File: config.mk
export PLATFORM = sky130hd
export DESIGN_NAME = rx_flag_status
export DESIGN_NICKNAME = d
export VERILOG_FILES = /design/src/pkg/rxflag_pkg.sv /design/src/rx_flag_status.sv
export VERILOG_INCLUDE_DIRS = /design/src /design/src/pkg
export SDC_FILE = /design/constraint.sdc
export NUM_CORES = 1
export LEC_CHECK = 0
export BUFFER_PORTS_ARGS = -buffer_cell sky130_fd_sc_hd__clkbuf_2
export CAP_MARGIN = 20
export CORE_MARGIN = 5
export CORE_UTILIZATION = 45
export DETAILED_ROUTE_END_ITERATION = 8
export HOLD_SLACK_MARGIN = 0.08
export PLACE_DENSITY_LB_ADDON = 0.25
export SYNTH_ARGS = -nofsm -noshare
export SYNTH_HDL_FRONTEND = slang
export SYNTH_SLANG_ARGS = --single-unit
export TNS_END_PERCENT = 20
File: constraint.sdc
create_clock -name aclk -period 4 [get_ports aclk]
set_input_delay 0.4 -clock aclk [delete_from_list [all_inputs] [get_ports aclk]]
set_output_delay 0.4 -clock aclk [all_outputs]
set_load 0.02 [all_outputs]
File: src/pkg/rxflag_regs.svh
// Register offsets, field positions and reset values of the receiver flag block
`ifndef RXFLAG_REGS_SVH
`define RXFLAG_REGS_SVH

`define OFS_FLAG_STATUS 4'h0
`define OFS_IRQ_ENABLE 4'h4
`define OFS_CONTROL 4'h8
`define BIT_WAKE 7
`define BIT_CSC 6
`define BIT_OVR 1
`define BIT_RXF 0
`define RST_IRQ_ENABLE 8'h00
`define RST_CONTROL 8'h00
`define LVL_WARN 9'h060
`define LVL_ERR 9'h080
`define LVL_BUSOFF 9'h100
`define RESP_OKAY 2'h0
`define RESP_SLVERR 2'h2

`endif

File: src/pkg/rxflag_pkg.sv
// Types shared by the receiver flag block
`default_nettype none

package rxflag_pkg;
  // Bus state coding of both state fields
  typedef enum logic [1:0] {
    ST_OK = 2'h0,
    ST_WARN = 2'h1,
    ST_ERR = 2'h2,
    ST_BUSOFF = 2'h3
  } bus_state_t;
endpackage : rxflag_pkg

`default_nettype wire

File: src/rx_flag_status.sv
// Receiver flag and bus-state status register with AXI4-Lite slave
// What this block does
// - Flags clear on write-one once cause gone
// - Flag and enable writes only outside init; control writes and reads always
// - Zero writes ignored; state fields read-only
// - Init mode holds the four flags reset
// - State fields survive initialization mode
// - Wake flag on bus activity in sleep
// - Wake request follows flag and enable
// - Counter-driven bus state change sets flag
// - State fields freeze while change flag set
// - Receiver state coding from receive count
// - Receiver reads bus-off when transmitter bus-off
// - Transmitter state coding from transmit count
// - Overrun condition sets overrun flag
// - Error request from change or overrun
// - Good message to foreground sets full flag
// - Full flag blocks next foreground shift
// - Receive request follows full flag enable
// - Each flag has own enable bit
// - Sensitivity selects which changes set flag
//
// Chosen here: the AXI4-Lite slave port and the placing of the registers.
`timescale 1ns/1ps
`default_nettype none
`include "rxflag_regs.svh"

module rx_flag_status
  import rxflag_pkg::*;
(
  input wire logic aclk,
  input wire logic aresetn,
  // AXI4-Lite slave
  input wire logic [3:0] s_axi_awaddr,
  input wire logic s_axi_awvalid,
  output logic s_axi_awready,
  input wire logic [31:0] s_axi_wdata,
  input wire logic [3:0] s_axi_wstrb,
  input wire logic s_axi_wvalid,
  output logic s_axi_wready,
  output logic [1:0] s_axi_bresp,
  output logic s_axi_bvalid,
  input wire logic s_axi_bready,
  input wire logic [3:0] s_axi_araddr,
  input wire logic s_axi_arvalid,
  output logic s_axi_arready,
  output logic [31:0] s_axi_rdata,
  output logic [1:0] s_axi_rresp,
  output logic s_axi_rvalid,
  input wire logic s_axi_rready,
  // Controller status from the protocol engine
  input wire logic init_acknowledge,
  input wire logic sleep_active,
  input wire logic bus_activity,
  input wire logic [8:0] rx_err_count,
  input wire logic [8:0] tx_err_count,
  input wire logic overrun_event,
  input wire logic good_msg_event,
  input wire logic fifo_not_empty,
  // Interrupt requests, foreground shift strobe and init request
  output logic wake_irq,
  output logic error_irq,
  output logic rx_irq,
  output logic fg_shift,
  output logic init_request
);

  // Register state
  logic [7:0] ctrl_q; // bit0 init request, bit1 wake detect enable
  logic [7:0] rx_irq_enable_reg_q;
  logic wake_flag_q;
  logic bus_state_change_flag_q;
  logic overrun_flag_q;
  logic msg_ready_flag_q;
  bus_state_t rx_bus_state_q;
  bus_state_t tx_bus_state_q;
  bus_state_t rx_live_q; // Last live state, for change detection
  bus_state_t tx_live_q;
  logic live_valid_q; // Live copies loaded after reset

  // Bus handshake state
  logic aw_hold_q;
  logic w_hold_q;
  logic [3:0] aw_addr_q;
  logic [31:0] w_data_q;
  logic [3:0] w_strb_q;

  // Derived signals
  logic in_init;
  logic wake_detect_enable;
  logic wr_fire;
  logic wr_flags;
  logic wr_ien;
  logic wr_ctrl;
  logic wr_hit;
  logic [7:0] clr;
  bus_state_t rx_now;
  bus_state_t tx_now;
  logic rx_sig;
  logic tx_sig;
  logic csc_event;
  logic [7:0] flag_reg;

  // Init mode is the request and acknowledge both high
  assign in_init = ctrl_q[0] && init_acknowledge;
  assign wake_detect_enable = ctrl_q[1];

  // Write is performed once address and data have both arrived
  assign wr_fire = aw_hold_q && w_hold_q && !s_axi_bvalid;
  assign wr_flags = wr_fire && (aw_addr_q == `OFS_FLAG_STATUS);
  assign wr_ien = wr_fire && (aw_addr_q == `OFS_IRQ_ENABLE);
  assign wr_ctrl = wr_fire && (aw_addr_q == `OFS_CONTROL);
  assign wr_hit = wr_flags || wr_ien || wr_ctrl;

  // Write-one clear mask, only outside init and with lane 0 enabled
  assign clr = (wr_flags && !in_init && w_strb_q[0]) ?
               w_data_q[7:0] : 8'h00;

  // Live receiver state from the counters
  always_comb begin
    if (tx_err_count >= `LVL_BUSOFF) begin
      rx_now = ST_BUSOFF;
    end else if (rx_err_count >= `LVL_ERR) begin
      rx_now = ST_ERR;
    end else if (rx_err_count >= `LVL_WARN) begin
      rx_now = ST_WARN;
    end else begin
      rx_now = ST_OK;
    end
  end

  // Live transmitter state from the counters
  always_comb begin
    if (tx_err_count >= `LVL_BUSOFF) begin
      tx_now = ST_BUSOFF;
    end else if (tx_err_count >= `LVL_ERR) begin
      tx_now = ST_ERR;
    end else if (tx_err_count >= `LVL_WARN) begin
      tx_now = ST_WARN;
    end else begin
      tx_now = ST_OK;
    end
  end

  // Sensitivity filter: 01 bus-off edges, 10 error or bus-off, 11 all
  function automatic logic sens_hit(input logic [1:0] sel,
                                    input bus_state_t old_s,
                                    input bus_state_t new_s);
    logic hit;
    hit = 1'b0;
    if (old_s != new_s) begin
      case (sel)
        2'h1: hit = (old_s == ST_BUSOFF) || (new_s == ST_BUSOFF);
        2'h2: hit = (old_s[1] != new_s[1]) || (old_s == ST_BUSOFF) ||
                    (new_s == ST_BUSOFF);
        2'h3: hit = 1'b1;
        default: hit = 1'b0;
      endcase
    end
    return hit;
  endfunction : sens_hit

  assign rx_sig = sens_hit(rx_irq_enable_reg_q[5:4], rx_live_q, rx_now);
  assign tx_sig = sens_hit(rx_irq_enable_reg_q[3:2], tx_live_q, tx_now);
  assign csc_event = live_valid_q && (rx_sig || tx_sig);

  // Live state tracker, independent of init mode
  always_ff @(posedge aclk) begin
    if (!aresetn) begin
      rx_live_q <= ST_OK;
      tx_live_q <= ST_OK;
      live_valid_q <= 1'b0;
    end else begin
      rx_live_q <= rx_now;
      tx_live_q <= tx_now;
      live_valid_q <= 1'b1;
    end
  end

  // Visible state fields, frozen while change flag pending
  always_ff @(posedge aclk) begin
    if (!aresetn) begin
      rx_bus_state_q <= ST_OK;
      tx_bus_state_q <= ST_OK;
    end else if (!bus_state_change_flag_q) begin
      rx_bus_state_q <= rx_now;
      tx_bus_state_q <= tx_now;
    end
  end

  // Wake flag: set wins over clear; clear only once activity gone
  always_ff @(posedge aclk) begin
    if (!aresetn || in_init) begin
      wake_flag_q <= 1'b0;
    end else if (sleep_active && bus_activity && wake_detect_enable) begin
      wake_flag_q <= 1'b1;
    end else if (clr[`BIT_WAKE] && !bus_activity) begin
      wake_flag_q <= 1'b0;
    end
  end

  // Change flag
  always_ff @(posedge aclk) begin
    if (!aresetn || in_init) begin
      bus_state_change_flag_q <= 1'b0;
    end else if (csc_event) begin
      bus_state_change_flag_q <= 1'b1;
    end else if (clr[`BIT_CSC]) begin
      bus_state_change_flag_q <= 1'b0;
    end
  end

  // Overrun flag
  always_ff @(posedge aclk) begin
    if (!aresetn || in_init) begin
      overrun_flag_q <= 1'b0;
    end else if (overrun_event) begin
      overrun_flag_q <= 1'b1;
    end else if (clr[`BIT_OVR]) begin
      overrun_flag_q <= 1'b0;
    end
  end

  // Foreground shift: only while full flag is clear and FIFO holds data or a good message arrives
  always_ff @(posedge aclk) begin
    if (!aresetn || in_init) begin
      fg_shift <= 1'b0;
    end else begin
      fg_shift <= !msg_ready_flag_q && !fg_shift &&
                  (fifo_not_empty || good_msg_event) &&
                  !(clr[`BIT_RXF]);
    end
  end

  // Full flag set by a shift of a good message; reload after clear
  always_ff @(posedge aclk) begin
    if (!aresetn || in_init) begin
      msg_ready_flag_q <= 1'b0;
    end else if (fg_shift) begin
      msg_ready_flag_q <= 1'b1;
    end else if (clr[`BIT_RXF]) begin
      msg_ready_flag_q <= 1'b0;
    end
  end

  // Enable register, held reset in init mode, per-flag enables
  always_ff @(posedge aclk) begin
    if (!aresetn || in_init) begin
      rx_irq_enable_reg_q <= `RST_IRQ_ENABLE;
    end else if (wr_ien && w_strb_q[0]) begin
      rx_irq_enable_reg_q <= w_data_q[7:0];
    end
  end

  // Control register: init request and wake detect enable
  always_ff @(posedge aclk) begin
    if (!aresetn) begin
      ctrl_q <= `RST_CONTROL;
    end else if (wr_ctrl && w_strb_q[0]) begin
      ctrl_q <= {6'h00, w_data_q[1:0]};
    end
  end

  // Interrupt requests registered from flags and enables; init request registered from control bit 0
  always_ff @(posedge aclk) begin
    if (!aresetn) begin
      wake_irq <= 1'b0;
      error_irq <= 1'b0;
      rx_irq <= 1'b0;
      init_request <= 1'b0;
    end else begin
      wake_irq <= wake_flag_q && rx_irq_enable_reg_q[`BIT_WAKE];
      error_irq <= (bus_state_change_flag_q &&
                    rx_irq_enable_reg_q[`BIT_CSC]) ||
                   (overrun_flag_q && rx_irq_enable_reg_q[`BIT_OVR]);
      rx_irq <= msg_ready_flag_q && rx_irq_enable_reg_q[`BIT_RXF];
      init_request <= ctrl_q[0];
    end
  end

  assign flag_reg = {wake_flag_q, bus_state_change_flag_q, rx_bus_state_q,
                     tx_bus_state_q, overrun_flag_q, msg_ready_flag_q};

  // Write channel: capture address and data in either order
  always_ff @(posedge aclk) begin
    if (!aresetn) begin
      aw_hold_q <= 1'b0;
      w_hold_q <= 1'b0;
      aw_addr_q <= 4'h0;
      w_data_q <= 32'h0000_0000;
      w_strb_q <= 4'h0;
      s_axi_awready <= 1'b0;
      s_axi_wready <= 1'b0;
      s_axi_bvalid <= 1'b0;
      s_axi_bresp <= `RESP_OKAY;
    end else begin
      s_axi_awready <= !aw_hold_q && !s_axi_awready && s_axi_awvalid;
      s_axi_wready <= !w_hold_q && !s_axi_wready && s_axi_wvalid;
      if (s_axi_awvalid && s_axi_awready) begin
        aw_hold_q <= 1'b1;
        aw_addr_q <= s_axi_awaddr;
      end
      if (s_axi_wvalid && s_axi_wready) begin
        w_hold_q <= 1'b1;
        w_data_q <= s_axi_wdata;
        w_strb_q <= s_axi_wstrb;
      end
      if (wr_fire) begin
        s_axi_bvalid <= 1'b1;
        s_axi_bresp <= wr_hit ? `RESP_OKAY : `RESP_SLVERR;
      end else if (s_axi_bvalid && s_axi_bready) begin
        s_axi_bvalid <= 1'b0;
        aw_hold_q <= 1'b0;
        w_hold_q <= 1'b0;
      end
    end
  end

  // Read channel: one-cycle accept, data next cycle; readable anytime
  always_ff @(posedge aclk) begin
    if (!aresetn) begin
      s_axi_arready <= 1'b0;
      s_axi_rvalid <= 1'b0;
      s_axi_rdata <= 32'h0000_0000;
      s_axi_rresp <= `RESP_OKAY;
    end else begin
      s_axi_arready <= !s_axi_rvalid && !s_axi_arready && s_axi_arvalid;
      if (s_axi_arvalid && s_axi_arready) begin
        s_axi_rvalid <= 1'b1;
        s_axi_rresp <= `RESP_OKAY;
        if (s_axi_araddr == `OFS_FLAG_STATUS) begin
          s_axi_rdata <= {24'h000000, flag_reg};
        end else if (s_axi_araddr == `OFS_IRQ_ENABLE) begin
          s_axi_rdata <= {24'h000000, rx_irq_enable_reg_q};
        end else if (s_axi_araddr == `OFS_CONTROL) begin
          s_axi_rdata <= {23'h0, init_acknowledge, ctrl_q};
        end else begin
          s_axi_rdata <= 32'h0000_0000;
          s_axi_rresp <= `RESP_SLVERR;
        end
      end else if (s_axi_rvalid && s_axi_rready) begin
        s_axi_rvalid <= 1'b0;
      end
    end
  end
endmodule : rx_flag_status

`default_nettype wire

==> results.yml <==
outcome:
  outcome: "finished, final reports clean"
place:
  preCtsSetupSlack_ns: 2.05
  io_buffers: 58
  post_dp_cell_area_sq_um: 2940
  place_congestion: 0.819
  place.detailed.hpwl_mm: 3.98
cells_and_area:
  post-route-cell-area_sq_um: 3130
  layout_commonest_cell: "sky130_fd_sc_hd__dfxtp_1"
  flow.area_growth_from_synthesis_pct: 15.5
  antennaDiodeCount: 0
  num-fill-cells: 581
  multiInputGateArea_sq_um: 1340
  post_route_cells_drive_above_1_share_pct: 20.2
  mostFrequentLayoutCells: "sky130_fd_sc_hd__dfxtp_1, sky130_fd_sc_hd__clkbuf_2, sky130_fd_sc_hd__nand2_1"
  sequential_cell_area_sq_um: 1180
  nNetsFinal: 443
logic_synthesis:
  post-synth-top-area-fraction_pct: 43.6
  syn_area_per_cell_sq_um: 8.79
  synth_top_flop_cell: "sky130_fd_sc_hd__dfxtp_1"
  synth_seq_area_share_pct: 43.6
  synthesis.yosys.warnings: 0
  synth_top_cell_by_area: "sky130_fd_sc_hd__dfxtp_1"
  netlist-cell-type-count: 42
  post_synth_instance_area_sq_um: 2710
  synth.area.top_cells: "sky130_fd_sc_hd__dfxtp_1, sky130_fd_sc_hd__buf_4, sky130_fd_sc_hd__nand2_1, sky130_fd_sc_hd__a21boi_0, sky130_fd_sc_hd__mux2i_1"
  synthArstFlopShare_pct: 0
  netlist_instances: 308
  synth_seq_cells: 59
  synth_enable_flop_cells: 0
clock_network:
  ctsHtreeMaxLevel: 3
  cts_buffers: 9
  post_cts_resize_count: 0
  bufs_on_longest_clock_path: 2
  cts_setup_buffers: 0
  cts.hold.buffers_added: 0
  cts.sinks: 59
  tritoncts: "built"
  clock_latency_on_the_worst_skew_pair_ns: 0.33
  cts-root-buf: "sky130_fd_sc_hd__clkbuf_8"
  cts.clk_slew.worst_paths_ns: 0.06
floorplan:
  placementRows: 28
  die_y_microns: 87.6
  horizontal_die_dimension_microns: 87.6
  initial_util_pct: 46.0
  die_ar_sq_um: 7670
  ios: 121
  core_area_sq_um: 5890
timing:
  finalSetupViolCount: 0
  layout_min_cycle_time_ns: 1.90
  max-slew-margin-rel_pct: 47.0
  final.setup.worst_slack_ns: 2.10
  final_hold_violation_count: 0
  grt_setup_unrepaired: "false"
  fin_worst_hold_slack_ns: 0.311
  tns_ns: 0
  fmax_mhz: 528
  skew_ns: 0.00797
  finalCritPeriodShare_pct: 47.4
  max_slew.worst_pin.slew_ns: 0.785
  finalMaxSlewViolations: 0
routing:
  wl_mm: 5.49
  viasPerCell: 4.90
  num_vias: 2159
  post-route-drc-count: 0
  postRouteAntennaNets: 0
  drtIter0Drc: 91
  routed_len_inst_microns: 12.5
  detailedRoute.firstPassIterationCount: 4
power_and_ir_drop:
  power.density_nw_per_um2: 402
  power.share.sequential_pct: 49.1
  max-vdd-ir-drop_mv: 0.233
  swShare_pct: 23.6
  p_clk_share_pct: 42.5
  p_total_mw: 1.26
  leakage_power_summed_over_all_cells_nw: 1.34
  power.internal_mw: 0.962
  total_switching_power_mw: 0.297
  p_comb_share_pct: 8.3
grt:
  maximum_number_of_pins_on_one_net_before_global_route_repair: 48
  antenna_found_initial: 0
  globalRouteMet3Util_pct: 3.57
  grt_pass1_vias: 2047
  most_crowded_layer_after_global_routing: "met2"
  grt_overflow: 0
  grt_use_met2_pct: 23.9
  grt_util_all_layers_pct: 15.3
  global_route_wire_length_before_repair_mm: 9.26
  global_route.usage.met1_pct: 19.9
critical_path:
  cp_max_fo: 8
  critical_path_class: "reg -> reg"
  critical_path_required_ns: 4.21
  worst_setup_path_start_kind: "register"
  cp-end-kind: "register"
  arrival_ns: 2.10
min_path:
  hold_path.class: "in -> reg"
flow_run:
  cap_viol_max_count: 0
==> cell usage after synthesis, types with 2 or more instances <==
master / count
sky130_fd_sc_hd__a21boi_0: 19
sky130_fd_sc_hd__a21oi_1: 18
sky130_fd_sc_hd__a311oi_1: 2
sky130_fd_sc_hd__a31oi_1: 3
sky130_fd_sc_hd__and2_1: 9
sky130_fd_sc_hd__and3_1: 4
sky130_fd_sc_hd__buf_4: 25
sky130_fd_sc_hd__clkbuf_1: 13
sky130_fd_sc_hd__dfxtp_1: 59
sky130_fd_sc_hd__ha_1: 6
sky130_fd_sc_hd__inv_1: 7
sky130_fd_sc_hd__mux2i_1: 14
sky130_fd_sc_hd__nand2_1: 41
sky130_fd_sc_hd__nand2b_1: 3
sky130_fd_sc_hd__nand3_1: 7
sky130_fd_sc_hd__nand3b_1: 2
sky130_fd_sc_hd__nor2_1: 16
sky130_fd_sc_hd__nor2b_1: 14
sky130_fd_sc_hd__nor3_1: 11
sky130_fd_sc_hd__nor4b_1: 2
sky130_fd_sc_hd__nor4bb_1: 4
sky130_fd_sc_hd__o21a_1: 2
sky130_fd_sc_hd__o21ai_0: 6
sky130_fd_sc_hd__o31ai_1: 2
sky130_fd_sc_hd__xnor2_1: 2
==> cell type report <==
class,count,area share [%]
Clock buffer,13,5.08
Clock inverter,2,1.12
Inverter,7,0.840
Multi-Input combinational cell,227,42.9
Sequential cell,59,37.7
Tap cell,75,3.00
Timing Repair Buffer,58,9.28
==> sequential cells by signal (all words and copies together), names as in the netlist, 2 cells and up <==
signal / flops
tx_live_q: 2
rx_live_q: 2
ctrl_q: 2
rx_irq_enable_reg_q: 8
s_axi_rdata: 9
tx_bus_state_q: 2
aw_addr_q: 4
w_data_q: 8
rx_bus_state_q: 2
==> cells by family (layout without fill, tap and decap cells) <==
logic type / count (synthesis) / count (layout) / synth area share [%]
flip-flops: 59 / 59 / 43.6
buffers and inverters: 46 / 80 / 10.1
XOR/XNOR: 2 / 2 / 0.647
other: 1 / 25 / 0.138
AND/OR/NAND/NOR: 120 / 120 / 23.0
AO/OA/AOI/OAI: 60 / 60 / 14.6
adder cells (fa/ha/maj): 6 / 6 / 2.77
multiplexers: 14 / 14 / 5.17
==> path summary, 6_finish.rpt <==
check	start	slack, ns	cells past startpoint	endpoint
worst max-delay path	aw_addr_q[0]$_SDFFE_PN0P_	2.10	4	rx_irq_enable_reg_q[0]$_SDFFE_PP0P_
worst max register to register	aw_addr_q[0]$_SDFFE_PN0P_	2.10	4	rx_irq_enable_reg_q[0]$_SDFFE_PP0P_
worst min register to register	aw_hold_q$_SDFF_PN0_	0.46	1	s_axi_awready$_SDFF_PN0_
worst min-delay path	s_axi_wdata[4]	0.31	3	w_data_q[4]$_SDFFE_PN0P_
==> routing by layer <==
layer	up-vias	routed length, microns
li1	1119	-
met1	964	2600
met2	64	2400
met3	12	383
met4	0	112
met5	-	0
==> per-stage QoR <==
step,utilization (%),instances
2_1_floorplan,-,332
3_3_place_gp,49.9,426
3_5_place_dp,49.9,426
4_1_cts,53.2,441
5_1_grt,53.2,441
6_report,53.2,441
==> critical path: stages (launching register included) <==
cell,delay (ns)
sky130_fd_sc_hd__dfxtp_1,0.32
sky130_fd_sc_hd__or3b_4,0.40
sky130_fd_sc_hd__or4b_1,0.73
sky130_fd_sc_hd__mux2i_1,0.27
sky130_fd_sc_hd__nor2_1,0.05
==> power by group through the flow <==
| stage | Sequential [mW] | Combinational, mW | Clock [mW] |
|---|---|---|---|
| global placement | 0.631 | 0.104 | 0 |
| floorplan | 0.633 | 0.0860 | 0 |
| global route | 0.621 | 0.117 | 0.579 |
| CTS | 0.618 | 0.105 | 0.552 |
| detailed placement | 0.631 | 0.105 | 0 |
| finish | 0.619 | 0.105 | 0.536 |
No activity file was read; power rests on OpenSTA's default activity.
